<file path="config.mk">
export PLATFORM = sky130hd
export DESIGN_NAME = ctr_core_timer
export DESIGN_NICKNAME = d
export VERILOG_FILES = /design/src/ctr_pkg.sv /design/src/ctr_core_timer.sv
export SDC_FILE = /design/constraint.sdc
export NUM_CORES = 1
export LEC_CHECK = 0
export BUFFER_PORTS_ARGS = -buffer_cell sky130_fd_sc_hd__buf_2
export CAP_MARGIN = 20
export CORE_ASPECT_RATIO = 1.4
export CORE_MARGIN = 4
export CORE_UTILIZATION = 55
export CTS_CLUSTER_DIAMETER = 30
export CTS_CLUSTER_SIZE = 20
export DETAILED_ROUTE_END_ITERATION = 10
export GPL_ROUTABILITY_DRIVEN = 0
export HOLD_SLACK_MARGIN = 0.03
export MAX_ROUTING_LAYER = met4
export PLACE_DENSITY_LB_ADDON = 0.15
export SETUP_SLACK_MARGIN = 0.5
export SKIP_LAST_GASP = 1
export SLEW_MARGIN = 10
export SYNTH_ARGS = -nofsm -noshare
export SYNTH_HDL_FRONTEND = slang
export SYNTH_SLANG_ARGS = --single-unit
</file>
<file path="constraint.sdc">
create_clock -name clk_sys -period 1.8 [get_ports clk_sys]
set_input_delay 0.18 -clock clk_sys [delete_from_list [all_inputs] [get_ports clk_sys]]
set_output_delay 0.18 -clock clk_sys [all_outputs]
set_load 0.05 [all_outputs]
</file>
<file path="src/ctr_pkg.sv">
package ctr_pkg;

  // register map, byte addresses on the 8-bit register port
  localparam logic [15:0] CTR_CSR_ADDR = 16'h0008;
  localparam logic [15:0] CTR_CNT_ADDR = 16'h0009;
  localparam logic [15:0] CTR_WDOG_SVC_ADDR = 16'hFFF0;

  // values after reset
  localparam logic [7:0] CTR_CSR_RST = 8'h03;
  localparam logic [7:0] CTR_CNT_RST = 8'h00;
  localparam logic [1:0] CTR_RATE_SEL_RST = 2'h3;

  // chain layout: prescaler, head counter, four stages, three rti stages
  localparam int CTR_PRESCALE_W = 2;
  localparam int CTR_HEAD_W = 8;
  localparam int CTR_HEAD_LSB = CTR_PRESCALE_W;
  localparam int CTR_HEAD_MSB = CTR_HEAD_LSB + CTR_HEAD_W - 1;
  localparam int CTR_RTI_BASE_W = 14;
  localparam int CTR_CHAIN_W = 17;
  localparam logic [1:0] CTR_PRESCALE_LAST = 2'h3;

  // power-on delay in bus clocks
  localparam logic [11:0] CTR_POR_DELAY_CYC = 12'hFE0;
  localparam logic [2:0] CTR_WDOG_LAST = 3'h7;

  // bit 0 of the watchdog service write must be zero
  localparam int CTR_WDOG_SVC_BIT = 0;

  typedef struct packed {
    logic ovf_flag;
    logic rt_flag;
    logic ovf_en;
    logic rt_en;
    logic ovf_clr;
    logic rt_clr;
    logic [1:0] rate_sel;
  } ctr_csr_t;

  typedef enum logic [0:0] {
    CTR_POR = 1'b0,
    CTR_RUN = 1'b1
  } ctr_state_t;

endpackage

</file>
<file path="src/ctr_core_timer.sv">
// The strobed register port was decided locally.
`timescale 1ns/100ps
// What this block does
// - bus clock divided by four advances the 8-bit head counter
// - count register is read-only and returns the live head count
// - overflow flag sets when head counter wraps, every 1024 clocks
// - interrupt while overflow flag and enable set and cpu mask clear
// - writing one to the overflow clear position clears the flag
// - writing one to the overflow flag bit leaves it unchanged
// - four further stages give bus clock divided by 16384
// - rate select 0..3 gives periods of 2^14..2^17 clocks
// - periodic flag sets on tap event; interrupt with enable, mask clear
// - periodic flag cleared by writing one to its clear position or reset
// - reset sets both rate select bits to one
// - periodic output divided by eight clocks the watchdog stage
// - power-on clears chain, counts delay, clears again and releases
// - external reset clears the whole chain
// - reset forces the count register to zero
// - zero written to bit 0 of service address clears the watchdog
module ctr_core_timer
  import ctr_pkg::*;
#(
  parameter bit WDOG_EN = 1'b1
) (
  input wire logic clk_sys,
  input wire logic srst,
  input wire logic ext_reset_n,
  input wire logic cpu_irq_mask,
  input wire logic [15:0] bus_addr,
  input wire logic [7:0] bus_wdata,
  input wire logic bus_wr,
  input wire logic bus_rd,
  output logic [7:0] bus_rdata,
  output logic timer_irq,
  output logic reset_req
);

  ////////////////////////////////////////////////////////////////////
  logic ext_meta_r;
  logic ext_rst_r;
  ctr_state_t state_r;
  logic [11:0] por_cnt_r;
  logic [CTR_CHAIN_W-1:0] chain_r;
  logic [2:0] wdog_cnt_r;
  logic wdog_to_r;
  logic ovf_flag_r;
  logic rt_flag_r;
  logic ovf_en_r;
  logic rt_en_r;
  logic [1:0] rate_sel_r;
  logic [7:0] rdata_r;
  logic irq_r;
  logic reset_req_r;

  logic run;
  logic por_done;
  logic hold_rst;
  logic chain_clr;
  logic ovf_evt;
  logic rti_evt;
  logic csr_wr;
  logic svc_wr;
  ctr_csr_t csr_w;
  ctr_csr_t csr_rd;
  logic [CTR_CHAIN_W-1:0] tap_mask;

  assign run = (state_r == CTR_RUN);
  assign por_done = !run && (por_cnt_r == CTR_POR_DELAY_CYC - 12'h001);
  assign hold_rst = srst || ext_rst_r || wdog_to_r || !run;
  assign chain_clr = srst || ext_rst_r || wdog_to_r || por_done;
  assign csr_w = ctr_csr_t'(bus_wdata);
  assign csr_wr = bus_wr && (bus_addr == CTR_CSR_ADDR);
  assign svc_wr = bus_wr && (bus_addr == CTR_WDOG_SVC_ADDR) &&
                  !bus_wdata[CTR_WDOG_SVC_BIT];

  // head counter wraps when prescaler and head are all ones
  assign ovf_evt = !hold_rst && (&chain_r[CTR_HEAD_MSB:0]);

  // selected tap wraps: low 14 bits all ones plus the chosen upper bits
  assign rti_evt = !hold_rst && (&chain_r[CTR_RTI_BASE_W-1:0]) &&
                   (rate_sel_r == 2'h0 || chain_r[CTR_RTI_BASE_W]) &&
                   (!rate_sel_r[1] || chain_r[CTR_RTI_BASE_W+1]) &&
                   (rate_sel_r != 2'h3 || chain_r[CTR_RTI_BASE_W+2]);

  // chain bits below the selected tap, used by the tap checks
  assign tap_mask = (17'h00001 << (CTR_RTI_BASE_W + int'(rate_sel_r))) -
                    17'h00001;

  ////////////////////////////////////////////////////////////////////
  // external reset pin synchroniser
  always_ff @(posedge clk_sys) begin
    if (srst) begin
      ext_meta_r <= 1'b0;
      ext_rst_r <= 1'b0;
    end else begin
      ext_meta_r <= !ext_reset_n;
      ext_rst_r <= ext_meta_r;
    end
  end

  // power-on sequencing
  always_ff @(posedge clk_sys) begin
    if (srst) begin
      state_r <= CTR_POR;
      por_cnt_r <= 12'h000;
    end else begin
      case (state_r)
        CTR_POR: begin
          por_cnt_r <= por_cnt_r + 12'h001;
          if (por_done) begin
            state_r <= CTR_RUN;
          end
        end
        CTR_RUN: begin
          por_cnt_r <= 12'h000;
        end
        default: begin
          state_r <= CTR_POR;
        end
      endcase
    end
  end

  // the divider chain counts during power-on as well
  always_ff @(posedge clk_sys) begin
    if (chain_clr) begin
      chain_r <= '0;
    end else begin
      chain_r <= chain_r + 17'h00001;
    end
  end

  ////////////////////////////////////////////////////////////////////
  // watchdog: final divide-by-eight, service clears only this stage
  always_ff @(posedge clk_sys) begin
    if (hold_rst) begin
      wdog_cnt_r <= 3'h0;
      wdog_to_r <= 1'b0;
    end else begin
      wdog_to_r <= WDOG_EN && rti_evt && !svc_wr &&
                   (wdog_cnt_r == CTR_WDOG_LAST);
      if (svc_wr) begin
        wdog_cnt_r <= 3'h0;
      end else if (rti_evt) begin
        wdog_cnt_r <= wdog_cnt_r + 3'h1;
      end
    end
  end

  ////////////////////////////////////////////////////////////////////
  // status flags: events win over a clear in the same cycle
  always_ff @(posedge clk_sys) begin
    if (hold_rst) begin
      ovf_flag_r <= 1'b0;
    end else if (ovf_evt) begin
      ovf_flag_r <= 1'b1;
    end else if (csr_wr && csr_w.ovf_clr) begin
      ovf_flag_r <= 1'b0;
    end
  end

  always_ff @(posedge clk_sys) begin
    if (hold_rst) begin
      rt_flag_r <= 1'b0;
    end else if (rti_evt) begin
      rt_flag_r <= 1'b1;
    end else if (csr_wr && csr_w.rt_clr) begin
      rt_flag_r <= 1'b0;
    end
  end

  // control bits
  always_ff @(posedge clk_sys) begin
    if (hold_rst) begin
      ovf_en_r <= 1'b0;
      rt_en_r <= 1'b0;
      rate_sel_r <= CTR_RATE_SEL_RST;
    end else if (csr_wr) begin
      ovf_en_r <= csr_w.ovf_en;
      rt_en_r <= csr_w.rt_en;
      rate_sel_r <= csr_w.rate_sel;
    end
  end

  ////////////////////////////////////////////////////////////////////
  // one interrupt line for both sources
  always_ff @(posedge clk_sys) begin
    if (hold_rst) begin
      irq_r <= 1'b0;
    end else begin
      irq_r <= !cpu_irq_mask &&
               ((ovf_flag_r && ovf_en_r) || (rt_flag_r && rt_en_r));
    end
  end

  always_ff @(posedge clk_sys) begin
    reset_req_r <= srst || !run || ext_rst_r || wdog_to_r;
  end

  ////////////////////////////////////////////////////////////////////
  // register reads, data one cycle after the strobe
  always_comb begin
    csr_rd = '0;
    csr_rd.ovf_flag = ovf_flag_r;
    csr_rd.rt_flag = rt_flag_r;
    csr_rd.ovf_en = ovf_en_r;
    csr_rd.rt_en = rt_en_r;
    csr_rd.rate_sel = rate_sel_r;
  end

  always_ff @(posedge clk_sys) begin
    if (srst) begin
      rdata_r <= CTR_CNT_RST;
    end else if (bus_rd && bus_addr == CTR_CSR_ADDR) begin
      rdata_r <= csr_rd;
    end else if (bus_rd && bus_addr == CTR_CNT_ADDR) begin
      rdata_r <= chain_r[CTR_HEAD_MSB:CTR_HEAD_LSB];
    end else begin
      rdata_r <= 8'h00;
    end
  end

  assign bus_rdata = rdata_r;
  assign timer_irq = irq_r;
  assign reset_req = reset_req_r;
endmodule // ctr_core_timer

</file>
# Yosys cells after proc, flatten, opt, wreduce, memory -nomap -nowiden
# Cells that the tools add are included.
[classes]
reduce_logical = 43
add_sub_neg = 3
n_mux = 9
bitwise = 2
eq_ne = 6
[op_table]
columns = ["operator", "n"]
rows = [
  ["16-bit by 4-bit == test with 1-bit output (second input constant)", 2],
  ["12-bit one-hot mux with 2 select lines", 1],
  ["1-bit logical AND", 18],
  ["17-bit by 1-bit adder with 17-bit output (second input constant)", 1],
  ["16-bit == test (second input constant)", 1],
  ["8-bit two-way mux", 2],
  ["14-bit AND reduction", 1],
  ["12-bit by 1-bit adder with 12-bit output (second input constant)", 1],
  ["12-bit == test (second input constant)", 1],
  ["1-bit logical OR", 11],
  ["10-bit AND reduction", 1],
  ["1-bit logical NOT", 7],
  ["1-bit two-way mux", 6],
  ["2-bit nonzero test", 2],
  ["3-bit by 1-bit adder with 3-bit output (second input constant)", 1],
  ["3-bit == test (second input constant)", 1],
  ["3-bit OR reduction", 1],
  ["2-bit logical NOT", 1],
  ["2-bit != test (second input constant)", 1],
  ["1-bit inverter", 2],
  ["2-bit OR reduction", 1],
]
[totals]
wordCells = 79
output_inout_bits = 10
reg_bits = 52
input_bits = 30

# Longest topological paths before layout
# Gate-level depths: netlist (run 1).
[logic_depth]
word_depth = 10
depth_mapped = 6
ltp_nobuf = 5

# Worst setup path after synthesis (run 1)
# Ideal clock, no wire load.
[synth_timing]
kind = "reg2reg"
start = "register chain_r[0]"
end = "register wdog_cnt_r[0]"
required_time_ns = 1.730
path_slack_ns = 0.162
setup_ns = 0.070
arrival_ns = 1.568
path_stages_with_launch = 6
path_buffers = 0
synth_period_minus_slack_ns = 1.638
path_cell_list = "dfxtp_1 -> ha_1 -> and4_1 -> nand3_1 -> or4_1 -> a21oi_1"
[synth_between]
elab_chain_cells = 5
[synth_lines]
columns = ["element", "line", "source"]
rows = [
  ["start, declared", "ctr_core_timer.sv:43", "logic [CTR_CHAIN_W-1:0] chain_r;"],
  ["start signal, assigned", "ctr_core_timer.sv:129", "chain_r <= chain_r + 17'h00001;"],
  ["14-bit AND reduction", "ctr_core_timer.sv:80", "assign rti_evt = !hold_rst && (&chain_r[CTR_RTI_BASE_W-1:0]) &&"],
  ["1-bit logical AND (2 in series)", "ctr_core_timer.sv:80", ""],
  ["1-bit logical AND", "ctr_core_timer.sv:81", "(rate_sel_r == 2'h0 || chain_r[CTR_RTI_BASE_W]) &&"],
  ["1-bit logical AND", "ctr_core_timer.sv:82", "(!rate_sel_r[1] || chain_r[CTR_RTI_BASE_W+1]) &&"],
  ["end signal, assigned", "ctr_core_timer.sv:145", "wdog_cnt_r <= wdog_cnt_r + 3'h1;"],
  ["end, declared", "ctr_core_timer.sv:44", "logic [2:0] wdog_cnt_r;"],
]
# No other way between the ends.
# A chain may end at the register's enable or synchronous reset.

# Worst setup path in the final report (run 1)
[layout_timing]
start = "register chain_r[0]"
end = "register wdog_to_r"
[layout_between]
elab_chain_cells = 7
[layout_lines]
columns = ["element", "line", "source"]
rows = [
  ["14-bit AND reduction", "ctr_core_timer.sv:80", ""],
  ["1-bit logical AND (2 in series)", "ctr_core_timer.sv:80", ""],
  ["1-bit logical AND", "ctr_core_timer.sv:81", ""],
  ["1-bit logical AND", "ctr_core_timer.sv:82", ""],
  ["1-bit logical AND (2 in series)", "ctr_core_timer.sv:140", "wdog_to_r <= WDOG_EN && rti_evt && !svc_wr &&"],
  ["end signal, assigned", "ctr_core_timer.sv:140", ""],
  ["end, declared", "ctr_core_timer.sv:45", "logic wdog_to_r;"],
]
# No other way between the ends.

==> impl_metrics.csv, run 1 <==
group,metric,value,unit
outcome,status,"finished clean",
clock_tree,clockRootBuffer,"clkbuf_8",
timing,rsz0062_at_grt,"true",
setup_path,r2r_cells,5,
global_route,grt_first_pass_wirelength,9.439,mm
clock_tree,clockBufferDepth,2,
setup_path,r2r-end,"wdog_to_r",
yosys,synthCells,249,
worst_hold_path,hold_path.class,"in -> reg",
yosys,yosysWarnings,0,
setup_path,critPathLaunchType,"register",
yosys,synth-adder-area-share,2.210,%
placement,io_buffers,37,
global_route,grt_antenna_before_repair,0,
floorplan,core,3953,um^2
clock_tree,clk_latency,0.30,ns
setup_path,reg2reg_slack,0.24,ns
clock_tree,clock-sinks,52,
floorplan,initial_utilization,57.30,%
timing,max_slew.worst_pin.slew,0.3280,ns
yosys,synth_seq_cells,52,
layout,final_nets,354,
timing,fmax,641.0,MHz
yosys,synth_area_leaders,"dfxtp_1, xor2_1, nor2_1",
worst_hold_path,holdPathStages,3,
routing,dr.pass1.iters,4,
setup_path,arrival,1.80,ns
timing,skew,0.007550,ns
worst_hold_path,min_to,"rate_sel_r[1]",
yosys,synth_largest_area_cell,"dfxtp_1",
timing,finalMaxSlewViolations,0,
routing,dr_wl_met2,2.900,mm
floorplan,dieArea,5223,um^2
timing,maxSlewHeadroom,77.97,%
layout,area_delta_synth_final,35.69,%
yosys,synth_edf_count,0,
global_route,grt_max_degree,17,
yosys,async_reset_ff_share,0,%
global_route,grt-ovfl-total,0,
pwr,p_leak,1.188,nW
floorplan,rows,27,
yosys,syn_area_per_cell,9.095,um^2
routing,avgRoutedWirePerCell,14.93,um
timing,setup_tns,0,ns
yosys,yosysTopAreaCellShare,45.97,%
clock_tree,htree_levels,2,
layout,n_antenna_cell,0,
job,cap_violations,0,
yosys,synth_ff_type,"dfxtp_1",
setup_path,critical_path.slowest_cell,"or4_4",
routing,vias_per_cell,5.621,
layout,layout-drive-gt1-share,41.74,%
yosys,synth_nets,283,
pwr,peakVddDrop,760.4,uV
yosys,netlist_area,2265,um^2
setup_path,cp_data_required_time,2.04,ns
yosys,seq_area_frac_synth,45.97,%
layout,final_util,77.75,%
floorplan,dieHeight,83.93,um
layout,final_area,3073,um^2
placement,dp_hpwl,3.566,mm
timing,setup_viol,0,
clock_tree,cts_tree,"done",
setup_path,crit_chain,"ha_4 > and4_4 > nand4_1 > or4_4 > nor3_2",
setup_path,critPathKind,"reg -> reg",
setup_path,crit_fanout,3,
timing,hold_viol_final,0,
setup_path,cpPeakStageDelay,0.55,ns
worst_hold_path,hold_path_startpoint,"bus_wdata[1]",
global_route,track_usage,22.50,%
yosys,synthSimpleGateAreaFrac,30.61,%
routing,wl_met3,232,um
global_route,first_global_vias,2097,
routing,num_vias,2046,
placement,placed_cell_area,2616,um^2
yosys,synth_compound_area_share,7.569,%
routing,topRoutingLayerUsed,"met4",
setup_path,timing.rr.start,"chain_r[0]",
timing,min_period,1.560,ns
yosys,synth_top_family_by_area,"simple AND/OR/NAND/NOR gates",
clock_tree,cts_buffers,5,
routing,drt_iter0_drc,70,
yosys,muxShareOfSynthArea,2.652,%
routing,wl,5.436,mm
floorplan,ios,40,
pwr,powerDensity,708.6,nW/um^2
setup_path,end_kind,"register",
layout,final_common_cell,"dfxtp_1",
routing,wl_met1,2.095,mm
routing,drc,0,
yosys,synth_xor_area_share,8.122,%
floorplan,fp.dieW,62.23,um
yosys,synthDistinctLibCells,41,
layout,final_cell_mix,"dfxtp_1, buf_2, buf_4",
timing,period_share,86.67,%
clock_tree,clk_pin_slew,0.09,ns
routing,ant_nets,0,
[Yosys cell counts, types with 2 or more instances]
| cell type | number |
|---|---|
| or4_1 | 2 |
| or3_1 | 5 |
| nor2b_1 | 3 |
| nand3_1 | 18 |
| buf_2 | 4 |
| nor2_1 | 33 |
| a21oi_1 | 11 |
| nor4_2 | 2 |
| ha_1 | 4 |
| inv_1 | 5 |
| dfxtp_1 | 52 |
| clkbuf_1 | 3 |
| and4_1 | 4 |
| xor2_1 | 16 |
| o21ai_0 | 11 |
| mux2i_1 | 6 |
| and3_1 | 10 |
| and2_1 | 3 |
| o31ai_1 | 3 |
| nand2_1 | 11 |
| xnor2_1 | 5 |
| nor3_1 | 5 |
| nand4_1 | 15 |
[metal layers]
| metal | vias to the layer above | track usage [%] |
|---|---|---|
| li1 | 1028 | - |
| met4 | 0 | 8.679 |
| met2 | 49 | 40.19 |
| met3 | 20 | 4.043 |
| met5 | - | - |
| met1 | 949 | 24.14 |
[sequential cells by signal (all words and copies together) (netlist names), 2 cells and up]
register    count
rate_sel_r      2
wdog_cnt_r      3
por_cnt_r      12
bus_rdata       8
chain_r        17
[repair_timing]
action	4_1_cts	5_1_grt
gates cloned	2	0
endpoints found under the hold margin	2	0
hold buffers	2	0
pin swaps	16	11
endpoints found under the setup margin	23	31
gates resized for setup	15	32
setup buffers	15	6
[worst max path at each step]
stage	from	end	cells past startpoint
3_3_place_gp	bus_addr[1]	wdog_to_r	5
3_5_place_dp	bus_addr[8]	bus_rdata[4]	5
2_1_floorplan	bus_addr[0]	wdog_to_r	5
4_1_cts	chain_r[0]	wdog_to_r	5
6_report	chain_r[0]	wdog_to_r	5
5_1_grt	por_cnt_r[1]	chain_r[2]	7
[cells by family after synthesis]
| family | count (synthesis) |
|---|---|
| XOR/XNOR | 21 |
| AO/OA/AOI/OAI | 30 |
| flip-flops | 52 |
| buffers and inverters | 14 |
| adder cells (fa/ha/maj) | 4 |
| multiplexers | 6 |
| AND/OR/NAND/NOR | 122 |
[where the power goes]
| part | internal [mW] | switching [mW] | leakage [nW] | total (mW) |
|---|---|---|---|---|
| clock network | 0.455 | 0.381 | 0.0614 | 0.836 |
| registers | 1.17 | 0.0146 | 0.426 | 1.18 |
| logic | 0.0833 | 0.0786 | 0.701 | 0.162 |
[cell type report]
cell class	count	area (um^2)
fillers	291	879.6
multi-input cells	183	1333
clock inverters	2	38.79
repair buffers	72	485.5
well taps	43	53.80
clock buffers	6	82.58
flip-flops and latches	52	1057
inverters	6	22.52
[through the flow]
stage | cells | total power [mW] | hold slack (ns) | worst slack (ns)
3_3_place_gp | 331 | 1.312 | 0.3301 | 0.1808
5_1_grt | 364 | 2.266 | 0.1141 | 0.1717
2_1_floorplan | 249 | 1.263 | 0.2467 | 0.2999
4_1_cts | 358 | 2.172 | 0.1067 | 0.2318
6_report | 364 | 2.178 | 0.1123 | 0.2399
3_5_place_dp | 331 | 1.318 | 0.3373 | 0.1701
[worst max-delay path: cells and delay by family (launching register included)]
| kind | cells | cell delay [ns] |
|---|---|---|
| flip-flops | 1 | 0.37 |
| adder cells (fa/ha/maj) | 1 | 0.14 |
| AND/OR/NAND/NOR | 4 | 0.98 |
Power figures use the tool's default switching activity.
==> inputs of run 2 (changes only) <==
==> constraint.sdc (replaced) <==
create_clock -name clk_sys -period 1.9 [get_ports clk_sys]
set_input_delay 0.19 -clock clk_sys [delete_from_list [all_inputs] [get_ports clk_sys]]
set_output_delay 0.19 -clock clk_sys [all_outputs]
set_load 0.05 [all_outputs]
==> run 2 against run 1 <==
Against the previous run:
- count of clock-buffer cells in the layout shrank 1
- die area is the same
- maximum frequency fell by 3.7%
- final cell count shrank 0.82%
- final area shrank 0.65%
- critical path depth grew 1
- power fell by 6.5%
- core utilization shrank 0.51 points
- sequential cell count unchanged
- non-clock buffer count is 3 lower
- combinational power decreased by 13%
==> impl_metrics.csv, run 2 (synthesis gave the netlist of run 1 again) <==
group,metric,value,unit
pwr,powerDensity,667.2,nW/um^2
clock_tree,clock-sinks,52,
placement,dp.cells,333,
global_route,first_global_vias,2165,
global_route,grt_first_pass_wirelength,9.197,mm
layout,fillers,269,
setup_path,r2r-end,"wdog_cnt_r[0]",
layout,final_common_cell,"dfxtp_1",
floorplan,dieArea,5223,um^2
timing,min_period,1.620,ns
setup_path,timing.rr.start,"chain_r[1]",
routing,avgRoutedWirePerCell,15.39,um
layout,n_antenna_cell,0,
setup_path,r2r_cells,6,
clock_tree,clockBufferDepth,2,
setup_path,reg2reg_slack,0.28,ns
clock_tree,clk_latency,0.31,ns
floorplan,fp.dieW,62.23,um
job,cap_violations,0,
timing,hold_viol_final,0,
worst_hold_path,holdPathStages,3,
routing,wl,5.554,mm
layout,area_delta_synth_final,34.81,%
worst_hold_path,min_to,"rate_sel_r[1]",
setup_path,arrival,1.81,ns
pwr,p_int,1.573,mW
timing,setup_tns,0,ns
setup_path,cp_data_required_time,2.09,ns
layout,instances_no_fill,361,
routing,drc,0,
worst_hold_path,hold_path.class,"in -> reg",
global_route,track_usage,22.01,%
pwr,pwr-share-clk,38.3,%
placement,io_buffers,37,
timing,skew,0.009910,ns
timing,setup_viol,0,
pwr,pwr-share-seq,54.7,%
clock_tree,clk_pin_slew,0.10,ns
setup_path,end_kind,"register",
placement,dp_hpwl,3.690,mm
global_route,grt_antenna_before_repair,0,
routing,vias_per_cell,5.654,
routing,dr.pass1.iters,4,
layout,largest_register,"chain_r",
layout,final_nets,351,
routing,drt_iter0_drc,74,
floorplan,ios,40,
clock_tree,clockRootBuffer,"clkbuf_8",
clock_tree,cts_tree,"done",
timing,period_share,85.25,%
timing,finalMaxSlewViolations,0,
floorplan,core,3953,um^2
outcome,status,"finished clean",
pwr,switchingPower,0.4642,mW
floorplan,dieHeight,83.93,um
pwr,p_leak,1.172,nW
global_route,grt-ovfl-total,0,
clock_tree,htree_levels,2,
pwr,swShare,22.79,%
clock_tree,cts_buffers,5,
floorplan,initial_utilization,57.30,%
layout,final_cell_mix,"dfxtp_1, buf_2, nor2_1",
timing,max_slew.worst_pin.slew,0.3908,ns
pwr,peakVddDrop,662.4,uV
global_route,grt_max_degree,18,
worst_hold_path,hold_path_startpoint,"bus_wdata[1]",
timing,maxSlewHeadroom,73.74,%
layout,largest_reg_flops,17,
routing,num_vias,2041,
layout,layout-drive-gt1-share,39.94,%
pwr,combPwrFrac,6.9,%
setup_path,critPathLaunchType,"register",
setup_path,crit_fanout,4,
routing,ant_nets,0,
setup_path,critPathKind,"reg -> reg",
floorplan,rows,27,
timing,rsz0062_at_grt,"true",
timing,fmax,617.4,MHz
-- run 2: cell types whose count changed in the layout (fill, tap and decap cells not counted), moves of 2 or more --
cell / delta
dfxtp_2: -7
dfxtp_1: +5
buf_4: -3
nor2_1: +3
dfxtp_4: +2
nor2_2: -2
o21ai_1: -2
o31ai_1: -2
o31ai_4: +2
-- run 2: power groups by stage --
stage	logic [mW]	registers [mW]	clock network (mW)
floorplan	0.0559	1.14	0
global placement	0.102	1.14	0
detailed placement	0.106	1.14	0
CTS	0.133	1.12	0.790
global route	0.155	1.12	0.835
finish	0.141	1.12	0.781
-- run 2: worst max-delay path by stage --
stage	startpoint	to	slack, ns	cells after the start
finish	chain_r[1]	wdog_cnt_r[0]	0.28	6
global placement	bus_addr[1]	wdog_to_r	0.27	5
CTS	chain_r[0]	wdog_to_r	0.32	5
detailed placement	bus_addr[1]	wdog_cnt_r[2]	0.24	5
global route	chain_r[1]	wdog_cnt_r[0]	0.22	6
floorplan	bus_addr[0]	wdog_to_r	0.39	5
-- run 2: cell type report --
class / count / area [um^2] / share of cell area (%)
well taps: 43 / 53.80 / 1.762
repair buffers: 69 / 456.7 / 14.96
inverters: 6 / 22.52 / 0.7377
flip-flops and latches: 52 / 1056 / 34.59
clock inverters: 3 / 46.29 / 1.516
clock buffers: 5 / 68.82 / 2.254
multi-input cells: 183 / 1349 / 44.18
-- run 2: metrics by stage --
| stage | hold slack, ns | worst slack, ns | cell area (um^2) | utilization (%) | total power, mW |
|---|---|---|---|---|---|
| finish | 0.1093 | 0.2803 | 3053 | 77.24 | 2.037 |
| global route | 0.1111 | 0.2207 | 3053 | 77.24 | 2.107 |
| CTS | 0.1018 | 0.3180 | 2918 | 73.82 | 2.039 |
| detailed placement | 0.3424 | 0.2416 | 2620 | 66.29 | 1.249 |
| global placement | 0.3404 | 0.2726 | 2620 | 66.29 | 1.244 |
| floorplan | 0.2567 | 0.3899 | 2355 | - | 1.197 |
-- run 2: what timing repair did --
action,CTS,global route
gates resized for setup,16,32
setup endpoints to repair,21,25
setup buffers,14,2
hold buffers,2,0
hold endpoints to repair,2,0
pin swaps,16,15
cloned,2,0
-- run 2: layer usage --
layer	track usage [%]	share of wire (%)
met1	21.19	38
met2	41.89	56
met3	4.582	3.8
met4	7.890	1.7
met5	-	0
-- run 2: critical path: stages, from the launching register on --
cell and delay, ns:
dfxtp_2 0.37, ha_4 0.14, and4_4 0.26, nand3_4 0.10, buf_6 0.15, o31ai_1 0.37, a21oi_2 0.11
